$ cat src/prsd_consts.svh
// Constants of the reference switchover and divider controller.
// Assumes inclusion by bare name from the package and the bench.
`ifndef PRSD_CONSTS_SVH
`define PRSD_CONSTS_SVH
// -----------------------------------------------------------------
// Register byte offsets
// -----------------------------------------------------------------
`define PRSD_CTRL_OFS 8'h00
`define PRSD_PRE_OFS 8'h04
`define PRSD_FB_OFS 8'h08
`define PRSD_POST0_OFS 8'h0C
`define PRSD_STAT_OFS 8'h20
// -----------------------------------------------------------------
// Field positions and limits
// -----------------------------------------------------------------
`define PRSD_CTRL_AUTO_BIT 0
`define PRSD_POST_HIGH_LSB 0
`define PRSD_POST_LOW_LSB 16
`define PRSD_DIV_MAX 10'h200
`define PRSD_ODD_DUTY_MAX 10'h100
`define PRSD_HALF_MAX 9'h100
// -----------------------------------------------------------------
// Reset values
// -----------------------------------------------------------------
`define PRSD_CTRL_RST 1'b1
`define PRSD_DIV_RST 10'h001
`define PRSD_HIGH_RST 9'h001
`define PRSD_LOW_RST 9'h001
// -----------------------------------------------------------------
// Timing counts
// -----------------------------------------------------------------
`define PRSD_LOSS_EDGES 2'h2
`endif

$ cat src/prsd_pkg.sv
// Types of the reference switchover and divider controller.
// Assumes prsd_consts.svh sits in the same folder.
`include "prsd_consts.svh"
package prsd_pkg;
  // Switchover sequence states.
  typedef enum logic [1:0] {
    PRSD_RUN,
    PRSD_GATE_WAIT,
    PRSD_SEL_WAIT
  } prsd_sw_t;

  // The whole state of the controller, registered in one process.
  typedef struct packed {
    prsd_sw_t sw;
    logic [2:0] pr_sync;
    logic [2:0] bk_sync;
    logic [2:0] req_sync;
    logic pr_q;
    logic bk_q;
    logic req_q;
    logic sel;
    logic gate;
    logic loss_pr;
    logic loss_bk;
    logic [1:0] pr_low_cnt;
    logic [1:0] bk_low_cnt;
    logic mux_ref;
    logic auto_en;
    logic [9:0] pre_div;
    logic [9:0] fb_div;
    logic [9:0] pre_cnt;
    logic [9:0] fb_cnt;
    logic pump_up;
    logic pump_dn;
    logic cas_loaded;
    logic [4:0] cascade;
    logic [4:0][8:0] c_high;
    logic [4:0][8:0] c_low;
    logic [4:0][8:0] c_cnt;
    logic [4:0] c_out;
    logic awready;
    logic wready;
    logic aw_have;
    logic w_have;
    logic [7:0] aw_addr;
    logic [31:0] w_data;
    logic [3:0] w_strb;
    logic bvalid;
    logic [1:0] bresp;
    logic arready;
    logic rvalid;
    logic [31:0] rdata;
    logic [1:0] rresp;
  } prsd_state_t;
endpackage : prsd_pkg

$ cat src/prsd_core.sv
// Reference clock switchover, pre-scale, feedback and five post-scale dividers.
// Assumes one 40 MHz clk standing in for the oscillator; reference pins are
// asynchronous and pass three flip-flops; registers sit on AXI4-Lite.
//
// Register access over AXI4-Lite and the register addresses were decided locally.
`timescale 1ns/10ps
`default_nettype none
module prsd_core
  import prsd_pkg::*;
(
  input wire logic clk,
  input wire logic rst,
  input wire logic primary_ref_in,
  input wire logic backup_ref_in,
  input wire logic swap_req,
  input wire logic pfd_enable,
  input wire logic [4:0] cascade_cfg,
  output logic ref_mux_out,
  output logic pump_up,
  output logic pump_dn,
  output logic [4:0] post_clk_out,
  output logic primary_lost,
  output logic backup_lost,
  output logic active_backup,
  input wire logic [7:0] s_axi_awaddr,
  input wire logic s_axi_awvalid,
  output logic s_axi_awready,
  input wire logic [31:0] s_axi_wdata,
  input wire logic [3:0] s_axi_wstrb,
  input wire logic s_axi_wvalid,
  output logic s_axi_wready,
  output logic [1:0] s_axi_bresp,
  output logic s_axi_bvalid,
  input wire logic s_axi_bready,
  input wire logic [7:0] s_axi_araddr,
  input wire logic s_axi_arvalid,
  output logic s_axi_arready,
  output logic s_axi_rvalid,
  output logic [31:0] s_axi_rdata,
  output logic [1:0] s_axi_rresp,
  input wire logic s_axi_rready
);

  // -----------------------------------------------------------------
  // State registers
  // -----------------------------------------------------------------
  prsd_state_t st_reg; // Present state of the whole controller.
  prsd_state_t st_next; // Next state computed each cycle.

  // Response codes of the register bus.
  localparam logic [1:0] RESP_OKAY = 2'h0;
  localparam logic [1:0] RESP_SLVERR = 2'h2;
  localparam logic [1:0] RESP_DECERR = 2'h3;

  // -----------------------------------------------------------------
  // Register image and legality helpers
  // -----------------------------------------------------------------

  // Returns the word that a read of the given offset shows.
  function automatic logic [31:0] read_word(input prsd_state_t s, input logic [7:0] a);
    logic [31:0] w;
    w = 32'h0000_0000;
    if (a == `PRSD_CTRL_OFS) begin
      w[`PRSD_CTRL_AUTO_BIT] = s.auto_en;
    end else if (a == `PRSD_PRE_OFS) begin
      w[9:0] = s.pre_div;
    end else if (a == `PRSD_FB_OFS) begin
      w[9:0] = s.fb_div;
    end else if (a == `PRSD_STAT_OFS) begin
      // Status shows the switchover engine and the latched cascade layout.
      w[0] = s.loss_pr;
      w[1] = s.loss_bk;
      w[2] = s.sel;
      w[3] = s.gate;
      w[5:4] = s.sw;
      w[12:8] = s.cascade;
    end else begin
      for (int i = 0; i < 5; i++) begin
        if (a == 8'(`PRSD_POST0_OFS + 4 * i)) begin
          w[`PRSD_POST_HIGH_LSB +: 9] = s.c_high[i];
          w[`PRSD_POST_LOW_LSB +: 9] = s.c_low[i];
        end
      end
    end
    return w;
  endfunction : read_word

  // True when the offset names a register at all.
  function automatic logic is_mapped(input logic [7:0] a);
    logic hit;
    hit = (a == `PRSD_CTRL_OFS) || (a == `PRSD_PRE_OFS) || (a == `PRSD_FB_OFS)
      || (a == `PRSD_STAT_OFS);
    for (int i = 0; i < 5; i++) begin
      if (a == 8'(`PRSD_POST0_OFS + 4 * i)) begin
        hit = 1'b1;
      end
    end
    return hit;
  endfunction : is_mapped

  // A divide setting for pre-scale or feedback must lie in 1..512.
  function automatic logic div_ok(input logic [9:0] d);
    return (d != 10'h000) && (d <= `PRSD_DIV_MAX);
  endfunction : div_ok

  // A post-scale pair is legal when its sum fits the duty-cycle range.
  // Low count zero with high count one is the divide-by-one bypass.
  function automatic logic post_ok(input logic [8:0] h, input logic [8:0] l);
    logic [9:0] sum;
    sum = {1'b0, h} + {1'b0, l};
    if (h == 9'h000 || h > `PRSD_HALF_MAX || l > `PRSD_HALF_MAX) begin
      return 1'b0;
    end
    if (l == 9'h000) begin
      return h == 9'h001;
    end
    // An uneven split only reaches 256; an even split reaches 512.
    return (h == l) ? (sum <= `PRSD_DIV_MAX) : (sum <= `PRSD_ODD_DUTY_MAX);
  endfunction : post_ok

  // -----------------------------------------------------------------
  // Next-state logic
  // -----------------------------------------------------------------

  // One process computes the whole next state from the present one.
  always_comb begin
    logic pr_n, bk_n, req_n;
    logic pr_fall, bk_fall, pr_rise, bk_rise, req_rise;
    logic old_fall, new_fall, cur_lost, oth_lost, mux_fall;
    logic ref_ev, fb_ev, up_n, dn_n;
    logic prev_rise, tick;
    logic [31:0] img, mask, merged;
    logic [7:0] wa;
    pr_n = 1'b0;
    bk_n = 1'b0;
    req_n = 1'b0;
    pr_fall = 1'b0;
    bk_fall = 1'b0;
    pr_rise = 1'b0;
    bk_rise = 1'b0;
    req_rise = 1'b0;
    old_fall = 1'b0;
    new_fall = 1'b0;
    cur_lost = 1'b0;
    oth_lost = 1'b0;
    mux_fall = 1'b0;
    ref_ev = 1'b0;
    fb_ev = 1'b0;
    up_n = 1'b0;
    dn_n = 1'b0;
    prev_rise = 1'b0;
    tick = 1'b0;
    img = 32'h0000_0000;
    mask = 32'h0000_0000;
    merged = 32'h0000_0000;
    wa = 8'h00;
    st_next = st_reg;

    // Pin inputs shift through three stages; a level counts once the last
    // two stages agree, so a single metastable sample never reaches logic.
    st_next.pr_sync = {st_reg.pr_sync[1:0], primary_ref_in};
    st_next.bk_sync = {st_reg.bk_sync[1:0], backup_ref_in};
    st_next.req_sync = {st_reg.req_sync[1:0], swap_req};
    pr_n = (st_reg.pr_sync[2] == st_reg.pr_sync[1]) ? st_reg.pr_sync[2] : st_reg.pr_q;
    bk_n = (st_reg.bk_sync[2] == st_reg.bk_sync[1]) ? st_reg.bk_sync[2] : st_reg.bk_q;
    req_n = (st_reg.req_sync[2] == st_reg.req_sync[1]) ? st_reg.req_sync[2] : st_reg.req_q;
    st_next.pr_q = pr_n;
    st_next.bk_q = bk_n;
    st_next.req_q = req_n;
    pr_fall = st_reg.pr_q & ~pr_n;
    bk_fall = st_reg.bk_q & ~bk_n;
    pr_rise = ~st_reg.pr_q & pr_n;
    bk_rise = ~st_reg.bk_q & bk_n;
    // Only the rising edge of the request matters, never its level.
    req_rise = ~st_reg.req_q & req_n;

    // Clock sense: an input is lost once the other input has fallen twice
    // while it stayed low. The other input is the time base, which is why
    // the detection only holds for inputs close in frequency.
    if (pr_rise) begin
      st_next.pr_low_cnt = 2'h0;
      st_next.loss_pr = 1'b0;
    end else if (bk_fall && !pr_n && !st_reg.loss_pr) begin
      st_next.pr_low_cnt = st_reg.pr_low_cnt + 2'h1;
      st_next.loss_pr = (st_reg.pr_low_cnt + 2'h1) == `PRSD_LOSS_EDGES;
    end
    if (bk_rise) begin
      st_next.bk_low_cnt = 2'h0;
      st_next.loss_bk = 1'b0;
    end else if (pr_fall && !bk_n && !st_reg.loss_bk) begin
      st_next.bk_low_cnt = st_reg.bk_low_cnt + 2'h1;
      st_next.loss_bk = (st_reg.bk_low_cnt + 2'h1) == `PRSD_LOSS_EDGES;
    end

    // Old input is the one feeding the loop now; new one is the other.
    old_fall = st_reg.sel ? bk_fall : pr_fall;
    new_fall = st_reg.sel ? pr_fall : bk_fall;
    cur_lost = st_reg.sel ? st_reg.loss_bk : st_reg.loss_pr;
    oth_lost = st_reg.sel ? st_reg.loss_pr : st_reg.loss_bk;

    // Switchover sequence.
    case (st_reg.sw)
      PRSD_RUN: begin
        if (req_rise) begin
          // A manual request wins over automatic sensing.
          if (cur_lost) begin
            st_next.gate = 1'b0;
            st_next.sw = PRSD_SEL_WAIT;
          end else begin
            st_next.sw = PRSD_GATE_WAIT;
          end
        end else if (st_reg.auto_en && cur_lost && !oth_lost) begin
          // The dead input gives no falling edge, so gate at once; it is
          // already low, which keeps the counter reference quiet.
          st_next.gate = 1'b0;
          st_next.sw = PRSD_SEL_WAIT;
        end
      end
      PRSD_GATE_WAIT: begin
        if (old_fall || cur_lost) begin
          st_next.gate = 1'b0;
          st_next.sw = PRSD_SEL_WAIT;
        end
      end
      PRSD_SEL_WAIT: begin
        // Stays here for as long as the target input is not toggling.
        if (new_fall) begin
          st_next.sel = ~st_reg.sel;
          st_next.gate = 1'b1;
          st_next.sw = PRSD_RUN;
        end
      end
      default: begin
        st_next.sw = PRSD_RUN;
      end
    endcase

    // Gated reference mux. Reopening happens when the new input has just
    // fallen, so the first level passed through is low and no runt appears.
    st_next.mux_ref = st_next.gate & (st_next.sel ? bk_n : pr_n);
    mux_fall = st_reg.mux_ref & ~st_next.mux_ref;

    // Pre-scale counter counts reference periods; it has no duty control.
    if (mux_fall) begin
      if (st_reg.pre_cnt >= st_reg.pre_div - 10'h001) begin
        st_next.pre_cnt = 10'h000;
        ref_ev = 1'b1;
      end else begin
        st_next.pre_cnt = st_reg.pre_cnt + 10'h001;
      end
    end
    // Feedback counter divides the oscillator stand-in clock.
    if (st_reg.fb_cnt >= st_reg.fb_div - 10'h001) begin
      st_next.fb_cnt = 10'h000;
      fb_ev = 1'b1;
    end else begin
      st_next.fb_cnt = st_reg.fb_cnt + 10'h001;
    end

    // Phase-frequency detector: reference sets up, feedback sets down, both
    // together reset. Disabled, both pumps rest low and the loop holds.
    up_n = st_reg.pump_up | ref_ev;
    dn_n = st_reg.pump_dn | fb_ev;
    if (!pfd_enable || (up_n && dn_n)) begin
      st_next.pump_up = 1'b0;
      st_next.pump_dn = 1'b0;
    end else begin
      st_next.pump_up = up_n;
      st_next.pump_dn = dn_n;
    end

    // Cascade layout is caught once after reset and never rewritten.
    if (!st_reg.cas_loaded) begin
      st_next.cascade = cascade_cfg;
      st_next.cas_loaded = 1'b1;
    end

    // Post-scale counters. A cascaded counter ticks on the rising edge of
    // the previous output, so the chain divides by the product.
    for (int i = 0; i < 5; i++) begin
      tick = (i == 0) || !st_reg.cascade[i] || prev_rise;
      if (tick && st_reg.cas_loaded) begin
        if (st_reg.c_low[i] == 9'h000) begin
          // Bypass: follow the source as fast as a flop can.
          st_next.c_out[i] = ~st_reg.c_out[i];
        end else if (st_reg.c_cnt[i] <= 9'h001) begin
          // Phase ends; load the other phase length.
          st_next.c_out[i] = ~st_reg.c_out[i];
          st_next.c_cnt[i] = st_reg.c_out[i] ? st_reg.c_low[i] : st_reg.c_high[i];
        end else begin
          st_next.c_cnt[i] = st_reg.c_cnt[i] - 9'h001;
        end
      end
      prev_rise = ~st_reg.c_out[i] & st_next.c_out[i];
    end

    // -----------------------------------------------------------------
    // AXI4-Lite write channel
    // -----------------------------------------------------------------
    if (st_reg.awready && s_axi_awvalid) begin
      st_next.aw_have = 1'b1;
      st_next.aw_addr = s_axi_awaddr;
    end
    if (st_reg.wready && s_axi_wvalid) begin
      st_next.w_have = 1'b1;
      st_next.w_data = s_axi_wdata;
      st_next.w_strb = s_axi_wstrb;
    end
    if (st_reg.bvalid && s_axi_bready) begin
      st_next.bvalid = 1'b0;
    end
    // Perform the write once both halves are held and no answer waits.
    if (st_reg.aw_have && st_reg.w_have && !st_reg.bvalid) begin
      wa = {st_reg.aw_addr[7:2], 2'b00};
      img = read_word(st_reg, wa);
      for (int b = 0; b < 4; b++) begin
        mask[8 * b +: 8] = {8{st_reg.w_strb[b]}};
      end
      merged = (img & ~mask) | (st_reg.w_data & mask);
      st_next.aw_have = 1'b0;
      st_next.w_have = 1'b0;
      st_next.bvalid = 1'b1;
      st_next.bresp = RESP_OKAY;
      if (!is_mapped(wa)) begin
        st_next.bresp = RESP_DECERR;
      end else if (wa == `PRSD_CTRL_OFS) begin
        st_next.auto_en = merged[`PRSD_CTRL_AUTO_BIT];
      end else if (wa == `PRSD_PRE_OFS || wa == `PRSD_FB_OFS) begin
        // Illegal divides are refused whole, keeping the old setting.
        if (!div_ok(merged[9:0])) begin
          st_next.bresp = RESP_SLVERR;
        end else if (wa == `PRSD_PRE_OFS) begin
          st_next.pre_div = merged[9:0];
        end else begin
          st_next.fb_div = merged[9:0];
        end
      end else if (wa == `PRSD_STAT_OFS) begin
        st_next.bresp = RESP_SLVERR;
      end else begin
        for (int i = 0; i < 5; i++) begin
          if (wa == 8'(`PRSD_POST0_OFS + 4 * i)) begin
            if (post_ok(merged[`PRSD_POST_HIGH_LSB +: 9], merged[`PRSD_POST_LOW_LSB +: 9])) begin
              st_next.c_high[i] = merged[`PRSD_POST_HIGH_LSB +: 9];
              st_next.c_low[i] = merged[`PRSD_POST_LOW_LSB +: 9];
            end else begin
              st_next.bresp = RESP_SLVERR;
            end
          end
        end
      end
    end
    st_next.awready = !st_next.aw_have;
    st_next.wready = !st_next.w_have;

    // -----------------------------------------------------------------
    // AXI4-Lite read channel
    // -----------------------------------------------------------------
    if (st_reg.rvalid && s_axi_rready) begin
      st_next.rvalid = 1'b0;
    end
    if (st_reg.arready && s_axi_arvalid) begin
      wa = {s_axi_araddr[7:2], 2'b00};
      st_next.rvalid = 1'b1;
      st_next.rdata = read_word(st_reg, wa);
      st_next.rresp = is_mapped(wa) ? RESP_OKAY : RESP_DECERR;
    end
    st_next.arready = !st_next.rvalid;
  end

  // -----------------------------------------------------------------
  // State register
  // -----------------------------------------------------------------

  // Synchronous reset puts the loop on the primary input with clean flags.
  always_ff @(posedge clk) begin
    if (rst) begin
      st_reg <= '0;
      st_reg.sw <= PRSD_RUN;
      st_reg.sel <= 1'b0;
      st_reg.gate <= 1'b1;
      st_reg.loss_pr <= 1'b0;
      st_reg.loss_bk <= 1'b0;
      st_reg.auto_en <= `PRSD_CTRL_RST;
      st_reg.pre_div <= `PRSD_DIV_RST;
      st_reg.fb_div <= `PRSD_DIV_RST;
      st_reg.c_high <= {5{`PRSD_HIGH_RST}};
      st_reg.c_low <= {5{`PRSD_LOW_RST}};
    end else begin
      st_reg <= st_next;
    end
  end

  // -----------------------------------------------------------------
  // Outputs, each straight from a state flip-flop
  // -----------------------------------------------------------------
  assign ref_mux_out = st_reg.mux_ref;
  assign pump_up = st_reg.pump_up;
  assign pump_dn = st_reg.pump_dn;
  assign post_clk_out = st_reg.c_out;
  assign primary_lost = st_reg.loss_pr;
  assign backup_lost = st_reg.loss_bk;
  assign active_backup = st_reg.sel;
  assign s_axi_awready = st_reg.awready;
  assign s_axi_wready = st_reg.wready;
  assign s_axi_bvalid = st_reg.bvalid;
  assign s_axi_bresp = st_reg.bresp;
  assign s_axi_arready = st_reg.arready;
  assign s_axi_rvalid = st_reg.rvalid;
  assign s_axi_rdata = st_reg.rdata;
  assign s_axi_rresp = st_reg.rresp;
endmodule : prsd_core
`default_nettype wire

$ cat config.mk
export PLATFORM = sky130hd
export DESIGN_NAME = prsd_core
export DESIGN_NICKNAME = d
export VERILOG_FILES = /design/src/prsd_pkg.sv /design/src/prsd_core.sv
export VERILOG_INCLUDE_DIRS = /design/src
export SDC_FILE = /design/constraint.sdc
export NUM_CORES = 1
export LEC_CHECK = 0
export ABC_AREA = 0
export BUFFER_PORTS_ARGS = -buffer_cell sky130_fd_sc_hd__buf_4
export CORE_MARGIN = 5
export CORE_UTILIZATION = 45
export CTS_CLUSTER_SIZE = 24
export DETAILED_ROUTE_END_ITERATION = 16
export PLACE_DENSITY_LB_ADDON = 0.1
export SYNTH_ARGS = -nofsm -noshare
export SYNTH_HDL_FRONTEND = slang
export SYNTH_SLANG_ARGS = --single-unit
$ cat constraint.sdc
create_clock -name clk -period 6.8 [get_ports clk]
set_clock_uncertainty 0.2 [all_clocks]
set_input_delay 1.02 -clock clk [delete_from_list [all_inputs] [get_ports clk]]
set_output_delay 1.02 -clock clk [all_outputs]
set_load 0.02 [all_outputs]
==> metrics.log, run 1 <==
INFO  metric max_cap_viol_count = 0
INFO  metric tritoncts = done
INFO  metric maximum_fanout_count_along_the_critical_path = 15
INFO  metric number_of_buffers_inserted_during_clock_tree_synthesis = 34
INFO  metric route.vias.total = ~14000
INFO  metric wirelength = 51800 um
INFO  metric power.internal = 3530 uW
INFO  metric global_route_wire_length_before_repair = just under 80000 um
INFO  metric first_global_vias = about 13000
INFO  metric worst-endpoint-arrival = approximately 6.6 ns
INFO  metric num_io_pins = 120
INFO  metric synth_area_leaders = dfxtp_1 (35%), mux2i_1 (9.9%), nand2_1 (6.5%)
INFO  metric groute.usage.overall = 0.262
INFO  metric ant_nets = 0
INFO  metric number_of_buffer_cells_added_on_primary_ports = between 90 and 100
INFO  metric finalWorstPathRequiredPeriod = between 6 and 7 ns
INFO  metric layout-drive-gt1-share = 0.116
INFO  metric setup_viol = 0
INFO  metric number_of_antenna_diodes = 0
INFO  metric row_count = 68
INFO  metric initial_utilization = 0.452
INFO  metric max_freq = 159 MHz
INFO  metric critical_path.endpoint_type = register
INFO  metric final_critical_path_setup_slack = 0.492 ns
INFO  metric slew_at_the_pin_closest_to_its_max_slew_limit = ~1.3 ns
INFO  metric core_area = 0.0343 mm^2
INFO  metric netSwitchingPower = roughly 1800 uW
INFO  metric timing.final.max_slew_violations = 0
INFO  metric place.gp.congestion = 0.970
INFO  metric fin_nets = between 2000 and 2500
INFO  metric detailedPlace.worstSlack = 0.681 ns
INFO  metric post_drt_via_cell_ratio = around 5.9
INFO  metric critical-path-max-stage-delay = about 0.74 ns
INFO  metric yosys_warnings = 0
INFO  metric largest_register_ff_count = about 230
INFO  metric max_slew_margin = 0.125
INFO  metric number_of_synthesized_flops_with_an_enable_pin = 0
INFO  metric synth.avg_cell_area = between 8 and 9 um^2
INFO  metric worst-endpoint-required = roughly 7.1 ns
INFO  metric ys_async_sr_fraction = 0
INFO  metric cts_buffer_depth = 3
INFO  metric die_h = a little under 200 um
INFO  metric clkPwrFrac = 0.361
INFO  metric number_of_iterations_in_the_first_detailed_routing_pass = 6
INFO  metric cts-resized-gates = 0
INFO  metric cts-htree-levels = 2
INFO  metric clk_pin_slew_worst_paths = approximately 0.06 ns
INFO  metric root_buffer = clkbuf_16
INFO  metric maximum_number_of_pins_on_one_net_before_global_route_repair = 95
INFO  metric synth-seq-area-share = 0.353
INFO  metric cts-hold-fix-buffers = 0
INFO  metric crit_type = reg -> reg
INFO  metric power.share.combinational = 0.282
INFO  metric critical_path.cell_chain = or4b_1, nor2_1, buf_4, a22oi_1, nand4_1, a221o_2, ha_1, inv_1, fa_1, nand2b_1, a21oi_1, o31ai_1, a2111oi_0, o211ai_1, a2111oi_0, o22ai_1, o22ai_1, and3_1, buf_12, mux2i_1
INFO  metric place_hpwl = slightly below 40000 um
INFO  metric area_overhead_vs_synth = 12.8%
INFO  metric min_path_type = reg -> reg
INFO  metric crit_path_top_delay_cell = or4b_1
INFO  metric synth_top_area_frac = 0.353
INFO  metric vdd.ir_drop.worst = roughly 0.00022 V
INFO  metric hold_viol_final = 0
INFO  metric detail_route.iter0.violations = 1649
INFO  metric wl_per_cell = approximately 21 um
INFO  metric remaining_drc_errors = 0
INFO  metric die_width = approximately 200 um
INFO  metric fin_setup_tns = 0 ns
INFO  metric power.switching_fraction = 0.339
INFO  metric globalRoute.totalOverflow = 0
INFO  metric ys_dominant_reg_cell = dfxtp_1
INFO  metric clkLatencyLatePin = between 0.5 and 0.6 ns
INFO  metric cts_num_sinks = between 200 and 300
INFO  metric layout.cells.most_common_list = dfxtp_1 (273), nand2_1 (268), nor2_1 (194)
INFO  metric fp.dieArea = 0.0382 mm^2
INFO  metric startpoint_type = register
INFO  metric ys_ff_latch = around 270
INFO  metric run_status = complete, no violations
INFO  metric period_share = 0.928
INFO  metric p_seq_frac = 0.357
INFO  metric synth.distinct_cells = 88
INFO  metric yosys.area.top_type = dfxtp_1
INFO  metric static_leakage = 0.00664 uW
INFO  metric grt_setup_unrepaired = no
INFO  metric number_of_antenna_violations_at_the_first_check_in_global_routing = 2
INFO  metric post-cts-setup-buffer-count = 0
INFO  metric netlist_area = approximately 0.015 mm^2
INFO  metric synthCells = around 1900
INFO  metric pwr_density_cell = between 300 and 400 mW/mm^2
INFO  metric final_common_cell = dfxtp_1
## cells in the mapped netlist, types with 13 or more instances
cell / instances
clkbuf_1: 73
xnor2_1: 26
nand2b_1: 17
a221oi_1: 17
nor3_1: 41
nor4_1: 18
mux2i_1: 153
nand3b_1: 13
nor2b_1: 24
buf_4: 47
inv_1: 55
a22oi_1: 68
nand3_1: 63
nand2_1: 268
a211oi_1: 19
o21ai_0: 82
a21o_1: 13
a21oi_1: 118
dfxtp_1: 273
and2_1: 14
and3_1: 25
ha_1: 45
nor2_1: 194
## power groups by stage
stage                     Sequential (uW)  Clock [uW]  Combinational, uW
final                                1910        1930               1510
after global routing                 1930        2040               1690
after CTS                            1910        1960               1490
after detailed placement             1940           0               1490
after global placement               1930           0               1470
after floorplan                      1860           0               1210
## cells by family after synthesis
| group | after synthesis | synth area share |
|---|---|---|
| AO/OA/AOI/OAI | 438 | 0.188 |
| XOR/XNOR | 38 | 0.0215 |
| adder cells (fa/ha/maj) | 49 | 0.0397 |
| buffers and inverters | 206 | 0.0686 |
| flip-flops | 273 | 0.353 |
| multiplexers | 167 | 0.109 |
| other | 1 | 0.000242 |
| AND/OR/NAND/NOR | 732 | 0.220 |
## worst max-delay path, delay by kind of cell (launching register included)
kind                       cells  cell delay (ns)
AOI/OAI and AO/OA              9             2.29
buffers and inverters          3             0.48
DFF                            1             0.47
adders and majority gates      2             0.66
and+or+nand+nor                5             1.92
muxes                          1             0.19
## through the flow
stage / cells / hold WS (ns) / power [uW] / area [um^2] / util
2_1_floorplan: 1913 / 0.214 / 3070 / 15500 / -
3_3_place_gp: 2351 / 0.217 / 3400 / 16300 / 0.474
3_5_place_dp: 2351 / 0.225 / 3420 / 16300 / 0.474
4_1_cts: 2411 / 0.239 / 5360 / 17500 / 0.509
5_1_grt: 2411 / 0.260 / 5670 / 17500 / 0.509
6_report: 2411 / 0.233 / 5350 / 17500 / 0.509
## metal layers
metal | up-vias | track usage | wire (um)
met1 | 6777 | 0.392 | 24200
met2 | 606 | 0.383 | 21500
met3 | 107 | 0.0526 | 4370
met5 | - | 0 | 23
met4 | 4 | 0.0724 | 1730
li1 | 6846 | - | -
## path summary, 6_finish.rpt
check	slack, ns	startpoint	endpoint	depth (start not counted)
min reg2reg	0.23	st_next[292]	st_next[293]	1
max reg2reg	0.49	st_reg[80]	st_reg[192]	20
min	0.23	st_next[292]	st_next[293]	1
max	0.49	st_reg[80]	st_reg[192]	20
## area by class of cell
class / instances / area, um^2
clock buffers: 44 / 958
inverters: 56 / 211
flip-flops and latches: 273 / 5470
fillers: 3289 / 16800
clock inverters: 16 / 233
repair buffers: 133 / 1010
well taps: 455 / 569
multi-input cells: 1434 / 9010
Power figures use the tool's default switching activity.
==> run 2: changes to the inputs <==
--- a/config.mk
+++ b/config.mk
@@ -6,8 +6,9 @@
 export SDC_FILE = /design/constraint.sdc
 export NUM_CORES = 1
 export LEC_CHECK = 0
-export ABC_AREA = 0
+export ABC_AREA = 1
 export BUFFER_PORTS_ARGS = -buffer_cell sky130_fd_sc_hd__buf_4
+export CORE_ASPECT_RATIO = 1.2
 export CORE_MARGIN = 5
 export CORE_UTILIZATION = 45
 export CTS_CLUSTER_SIZE = 24
==> run 2 against run 1 <==
  * Register-to-register slack improved by 0.30 ns
  * Worst hold slack worse by 0.027 ns
  * Sequential share of layout area hardly changed
  * Total power down 8.9%
  * Die area increased by 0.41%
  * Synthesized area up 0.40%
  * Global-route usage grew 1.5 points
  * Via count grew 7.6%
  * Highest routed layer unchanged
  * First-iteration DRC count down 22%
  * Critical path depth grew 9
==> metrics.log, run 2 <==
INFO  metric critical-path-max-stage-delay = ~0.52 ns
INFO  metric report.power.total = 4870 uW
INFO  metric pwr_density_cell = about 280 mW/mm^2
INFO  metric number_of_antenna_violations_at_the_first_check_in_global_routing = 1
INFO  metric static_leakage = about 0.0076 uW
INFO  metric ys_async_sr_fraction = 0
INFO  metric max_freq = around 170 MHz
INFO  metric fin_nets = between 2000 and 2500
INFO  metric run_status = complete, no violations
INFO  metric initial_utilization = 0.456
INFO  metric max_slew_margin = 0.314
INFO  metric synth_top_area_frac = 0.352
INFO  metric place_hpwl = between 40000 and 50000 um
INFO  metric number_of_iterations_in_the_first_detailed_routing_pass = 5
INFO  metric slew_at_the_pin_closest_to_its_max_slew_limit = 1.02 ns
INFO  metric cts-htree-levels = 1
INFO  metric number_of_buffer_cells_added_on_primary_ports = 92
INFO  metric cts_num_sinks = roughly 270
INFO  metric yosys-top-cells-count = nand2_1 (462), dfxtp_1 (273), nor2_1 (266)
INFO  metric worst-endpoint-arrival = approximately 6.3 ns
INFO  metric clk_pin_slew_worst_paths = 0.07 ns
INFO  metric ys_dominant_reg_cell = dfxtp_1
INFO  metric fp.dieArea = ~0.038 mm^2
INFO  metric largest_register_ff_count = approximately 230
INFO  metric number_of_synthesized_flops_with_an_enable_pin = 0
INFO  metric yosys.area.top_type = dfxtp_1
INFO  metric detail_route.iter0.violations = between 1000 and 1500
INFO  metric crit_type = reg -> reg
INFO  metric row_count = between 70 and 80
INFO  metric maximum_number_of_pins_on_one_net_before_global_route_repair = 67
INFO  metric setup_viol = 0
INFO  metric tritoncts = done
INFO  metric utilization_after_layout = 0.512
INFO  metric layout.cells.most_common_list = nand2_1 (462), dfxtp_1 (273), nor2_1 (266)
INFO  metric sequential_cell_area = around 0.0055 mm^2
INFO  metric max_cap_viol_count = 0
INFO  metric layout.filler_cells = 3592
INFO  metric post_drt_via_cell_ratio = 5.50
INFO  metric synth_area_leaders = dfxtp_1 (35%), nand2_1 (11%), a21oi_1 (8.0%)
INFO  metric synth-seq-area-share = 0.352
INFO  metric vdd.ir_drop.worst = 0.000203 V
INFO  metric cts-resized-gates = 0
INFO  metric first_global_vias = between 10000 and 15000
INFO  metric die_h = ~210 um
INFO  metric ant_nets = 0
INFO  metric number_of_buffers_inserted_during_clock_tree_synthesis = 31
INFO  metric worst-endpoint-required = ~7.1 ns
INFO  metric crit_path_top_delay_cell = nor2_2
INFO  metric die_width = 180 um
INFO  metric synth_most_common_cell = nand2_1
INFO  metric wirelength = roughly 55000 um
INFO  metric finalWorstPathRequiredPeriod = between 6 and 7 ns
INFO  metric core_area = 0.0341 mm^2
INFO  metric final_common_cell = nand2_1
INFO  metric num_io_pins = 120
INFO  metric maximum_fanout_count_along_the_critical_path = 27
INFO  metric groute.usage.overall = 0.277
INFO  metric wl_per_cell = approximately 20 um
INFO  metric cts_buffer_depth = 3
INFO  metric multi_input_comb_area = between 0.008 and 0.009 mm^2
INFO  metric route.vias.total = roughly 15000
INFO  metric startpoint_type = register
INFO  metric critPathMostFrequentCell = nand2_1
INFO  metric yosys_warnings = 0
INFO  metric ys_ff_latch = between 200 and 300
INFO  metric globalRoute.totalOverflow = 0
INFO  metric clkLatencyLatePin = 0.60 ns
INFO  metric min_path_type = reg -> reg
INFO  metric synth.distinct_cells = 58
INFO  metric timing.final.max_slew_violations = 0
INFO  metric synthCells = between 2000 and 2500
INFO  metric post-cts-setup-buffer-count = 0
INFO  metric global_route_wire_length_before_repair = approximately 83000 um
INFO  metric synth.avg_cell_area = approximately 6.7 um^2
INFO  metric root_buffer = clkbuf_16
INFO  metric layout-drive-gt1-share = 0.0885
INFO  metric r2r.worst_path.cells = 29
INFO  metric number_of_antenna_diodes = 0
INFO  metric hold_path_depth = 2
INFO  metric remaining_drc_errors = 0
INFO  metric hold_viol_final = 0
INFO  metric grt_setup_unrepaired = no
INFO  metric critical_path.endpoint_type = register
INFO  metric cts-hold-fix-buffers = 0
INFO  metric netlist_area = 0.0155 mm^2
INFO  metric place.gp.congestion = 1.01
INFO  metric area_overhead_vs_synth = 12.2%
INFO  metric period_share = 0.884
INFO  metric fin_setup_tns = 0 ns
## run 2: kinds of logic (layout without fill, tap and decap cells)
family	count (synthesis)	after routing	share of synthesized area
AND/OR/NAND/NOR	907	907	0.243
AO/OA/AOI/OAI	637	637	0.230
buffers and inverters	398	431	0.111
flip-flops	273	273	0.352
XOR/XNOR	47	47	0.0270
adder cells (fa/ha/maj)	46	46	0.0375
other	1	10	0.000241
## run 2: metrics by stage
| step | hold slack [ns] | area, um^2 | std cells | setup slack (ns) |
|---|---|---|---|---|
| 2_1_floorplan | 0.188 | 15600 | 2318 | 2.46 |
| 3_3_place_gp | 0.190 | 16300 | 2749 | 0.966 |
| 3_5_place_dp | 0.197 | 16300 | 2749 | 0.904 |
| 4_1_cts | 0.205 | 17400 | 2807 | 0.906 |
| 5_1_grt | 0.232 | 17400 | 2807 | 0.343 |
| 6_report | 0.205 | 17400 | 2807 | 0.789 |
## run 2: area by class of cell
type | instances | area share
repair buffers | 114 | 0.0491
clock inverters | 16 | 0.0176
clock buffers | 42 | 0.0497
inverters | 259 | 0.0559
multi-input cells | 1647 | 0.482
flip-flops and latches | 273 | 0.313
well taps | 456 | 0.0327
## run 2: worst paths after layout
path	slack, ns	end	startpoint
worst min-delay path	0.21	st_next[290]	st_next[289]
worst max register to register	0.79	st_reg[187]	st_reg[82]
worst min register to register	0.21	st_next[290]	st_next[289]
worst max-delay path	0.79	st_reg[187]	st_reg[82]
## run 2: worst max-delay path, delay by kind of cell (launching register included)
| family | cells | cell delay, ns |
|---|---|---|
| fa+ha+maj | 2 | 0.65 |
| buf+inv | 3 | 0.45 |
| simple gates | 19 | 3.04 |
| compound gates | 5 | 1.19 |
| flops | 1 | 0.32 |
## run 2: layer usage
layer  track usage  wire [um]
met1         0.328      22500
met2         0.489      26600
met3        0.0316       2670
met4         0.162       3700
met5             0         13
## run 2: where the power goes
| group | total [uW] | switching, uW | internal [uW] |
|---|---|---|---|
| Combinational | 1140 | 762 | 374 |
| Sequential | 1800 | 102 | 1690 |
| Clock | 1940 | 738 | 1200 |
==> run 3: changes to the inputs <==
--- a/config.mk
+++ b/config.mk
@@ -9,11 +9,12 @@
 export ABC_AREA = 1
 export BUFFER_PORTS_ARGS = -buffer_cell sky130_fd_sc_hd__buf_4
 export CORE_ASPECT_RATIO = 1.2
-export CORE_MARGIN = 5
+export CORE_MARGIN = 4
 export CORE_UTILIZATION = 45
 export CTS_CLUSTER_SIZE = 24
 export DETAILED_ROUTE_END_ITERATION = 16
-export PLACE_DENSITY_LB_ADDON = 0.1
+export PLACE_DENSITY = 0.61
+export SLEW_MARGIN = 20
 export SYNTH_ARGS = -nofsm -noshare
 export SYNTH_HDL_FRONTEND = slang
 export SYNTH_SLANG_ARGS = --single-unit
==> run 3 against run 2 <==
  * Critical path depth down 2
  * Sequential share of layout area up 0.21 points
  * First-iteration DRC count shrank 13%
  * Combinational power is essentially flat
  * Global-route usage up 0.44 points
  * Clock-buffer cell count is 5 lower
  * Register-to-register slack better by 0.29 ns
  * Cell area decreased by 0.66%
  * Final cell count grew 0.18%
  * Fmax rose by 5.0%
  * Setup slack gained 0.29 ns
  * Clock power shrank 14%
  * Largest power group is now registers
  * Highest routed layer is now met4
==> metrics.log, run 3 (synthesized netlist as in run 2, its figures left out) <==
INFO  metric p_seq_frac = 0.389
INFO  metric num_io_pins = 120
INFO  metric clk_pin_slew_worst_paths = around 0.070 ns
INFO  metric number_of_iterations_in_the_first_detailed_routing_pass = 5
INFO  metric fin_nets = about 2400
INFO  metric post-cts-setup-buffer-count = 0
INFO  metric area_overhead_vs_synth = 11.4%
INFO  metric clkPwrFrac = 0.359
INFO  metric r2r.worst_path.cells = 27
INFO  metric worst-endpoint-arrival = 5.97 ns
INFO  metric slew_at_the_pin_closest_to_its_max_slew_limit = approximately 0.87 ns
INFO  metric maximum_number_of_pins_on_one_net_before_global_route_repair = 70
INFO  metric max_cap_viol_count = 0
INFO  metric worst_setup_endpoint = st_reg[167]
INFO  metric layout.filler_cells = about 3600
INFO  metric groute.usage.overall = 0.281
INFO  metric detail_route.iter0.violations = between 1000 and 1500
INFO  metric tritoncts = done
INFO  metric global_route_wire_length_before_repair = 82500 um
INFO  metric worst_r2r_startpoint = st_reg[79]
INFO  metric power.switching_fraction = 0.342
INFO  metric power.share.combinational = 0.252
INFO  metric place.gp.congestion = ~1
INFO  metric cts-resized-gates = 0
INFO  metric initial_utilization = 0.456
INFO  metric hold_viol_final = 0
INFO  metric worstReg2RegEnd = st_reg[167]
INFO  metric max_freq = approximately 170 MHz
INFO  metric netSwitchingPower = around 1600 uW
INFO  metric fin_setup_tns = 0 ns
INFO  metric rrSetupSlack = 1.07 ns
INFO  metric static_leakage = 0.00756 uW
INFO  metric number_of_antenna_violations_at_the_first_check_in_global_routing = 0
INFO  metric min_path_type = reg -> reg
INFO  metric crit_type = reg -> reg
INFO  metric startpoint_type = register
INFO  metric final_common_cell = nand2_1
INFO  metric post_drt_via_cell_ratio = ~5.5
INFO  metric critical_path.endpoint_type = register
INFO  metric root_buffer = clkbuf_16
INFO  metric place_hpwl = around 40000 um
INFO  metric fp.dieArea = roughly 0.038 mm^2
INFO  metric finalWorstPathRequiredPeriod = around 5.7 ns
INFO  metric cts_num_sinks = between 200 and 300
INFO  metric timing.final.max_slew_violations = 0
INFO  metric number_of_buffer_cells_added_on_primary_ports = just over 90
INFO  metric setup_viol = 0
INFO  metric wl_per_cell = approximately 19 um
INFO  metric vdd.ir_drop.worst = about 0.00017 V
INFO  metric cts-hold-fix-buffers = 0
INFO  metric largest_register_ff_count = 226
INFO  metric number_of_antenna_diodes = 0
INFO  metric core_area = ~0.034 mm^2
INFO  metric pwr_density_cell = between 200 and 300 mW/mm^2
INFO  metric die_h = 212 um
INFO  metric worst-endpoint-required = roughly 7 ns
INFO  metric route.vias.total = about 15000
INFO  metric layout-drive-gt1-share = 0.0925
INFO  metric period_share = 0.842
INFO  metric layout.cells.most_common_list = nand2_1 (462), dfxtp_1 (273), nor2_1 (266)
INFO  metric run_status = complete, no violations
INFO  metric cts_buffer_depth = 3
INFO  metric report.power.total = 4610 uW
INFO  metric number_of_buffers_inserted_during_clock_tree_synthesis = 30
INFO  metric power.internal = between 3000 and 4000 uW
INFO  metric wirelength = about 54000 um
INFO  metric die_width = roughly 180 um
INFO  metric globalRoute.totalOverflow = 0
INFO  metric ant_nets = 0
INFO  metric grt_setup_unrepaired = no
INFO  metric max_slew_margin = 0.421
INFO  metric maximum_fanout_count_along_the_critical_path = 24
INFO  metric clkLatencyLatePin = about 0.58 ns
INFO  metric cts-htree-levels = 1
INFO  metric row_count = 74
INFO  metric first_global_vias = around 14000
INFO  metric remaining_drc_errors = 0
INFO  metric critPathLaunch = st_reg[79]
-- run 3: cell types whose count changed in the layout (fill, tap and decap cells not counted), sizes merged --
cell,previous run,this run
clkinvlp,2,3
buf,114,122
clkinv,12,21
bufinv,8,2
clkbuf,42,37
inv,253,251
-- run 3: worst min path at each step --
stage	end	from	cells past startpoint
after global placement	st_next[296]	st_next[295]	2
after CTS	st_next[290]	st_next[289]	2
after detailed placement	st_next[290]	st_next[289]	2
after floorplan	st_next[290]	st_next[289]	2
final	st_next[290]	st_next[289]	2
after global routing	st_next[296]	st_next[295]	2
-- run 3: cell type report --
| class | count | area [um^2] | share of cell area |
|---|---|---|---|
| repair buffers | 122 | 916 | 0.0529 |
| multi-input cells | 1647 | 8400 | 0.485 |
| flip-flops and latches | 273 | 5470 | 0.316 |
| clock inverters | 18 | 155 | 0.00896 |
| well taps | 456 | 571 | 0.0329 |
| clock buffers | 37 | 838 | 0.0484 |
| inverters | 259 | 975 | 0.0563 |
-- run 3: metal layers --
layer / GRT usage / up-vias / wire length [um]
met1: 0.343 / 7083 / 21900
met2: 0.477 / 506 / 25800
met5: 0 / - / 0
met4: 0.168 / 0 / 3870
met3: 0.0313 / 159 / 2740
li1: - / 7670 / -
-- run 3: worst max-delay path, stage by stage (launching register included) --
cell and delay (ns):
dfxtp_1 0.33, nor2_1 0.31, nand2_2 0.22, nor2_2 0.47, nand2_1 0.09, nand2_1 0.08, nand2_1 0.10, nand3_1 0.16
a21boi_2 0.25, inv_1 0.12, ha_1 0.20, inv_1 0.07, fa_1 0.45, o21ai_0 0.43, nand2_1 0.11, nand3_1 0.11
xor2_1 0.20, nand3_1 0.09, nand3b_1 0.16, nand2_1 0.06, nand3_1 0.07, nand2_1 0.08, nand2_2 0.09, nor2_8 0.27
buf_4 0.21, nand2_2 0.31, o21ai_0 0.26, a21oi_1 0.06
-- run 3: power groups by stage --
| stage | clock network [uW] | registers, uW | logic (uW) |
|---|---|---|---|
| final | 1660 | 1800 | 1160 |
| after global routing | 1750 | 1810 | 1310 |
| after CTS | 1680 | 1790 | 1150 |
| after detailed placement | 0 | 1830 | 1150 |
| after global placement | 0 | 1830 | 1130 |
| after floorplan | 0 | 1790 | 882 |
-- run 3: metrics by stage --
step / hold WS, ns / utilization / std cells / instance area, um^2 / setup WS, ns
3_3_place_gp: 0.190 / 0.479 / 2757 / 16300 / 1.36
2_1_floorplan: 0.188 / - / 2318 / 15600 / 2.46
4_1_cts: 0.204 / 0.508 / 2812 / 17300 / 1.27
5_1_grt: 0.230 / 0.508 / 2812 / 17300 / 0.546
3_5_place_dp: 0.195 / 0.479 / 2757 / 16300 / 1.31
6_report: 0.201 / 0.508 / 2812 / 17300 / 1.07
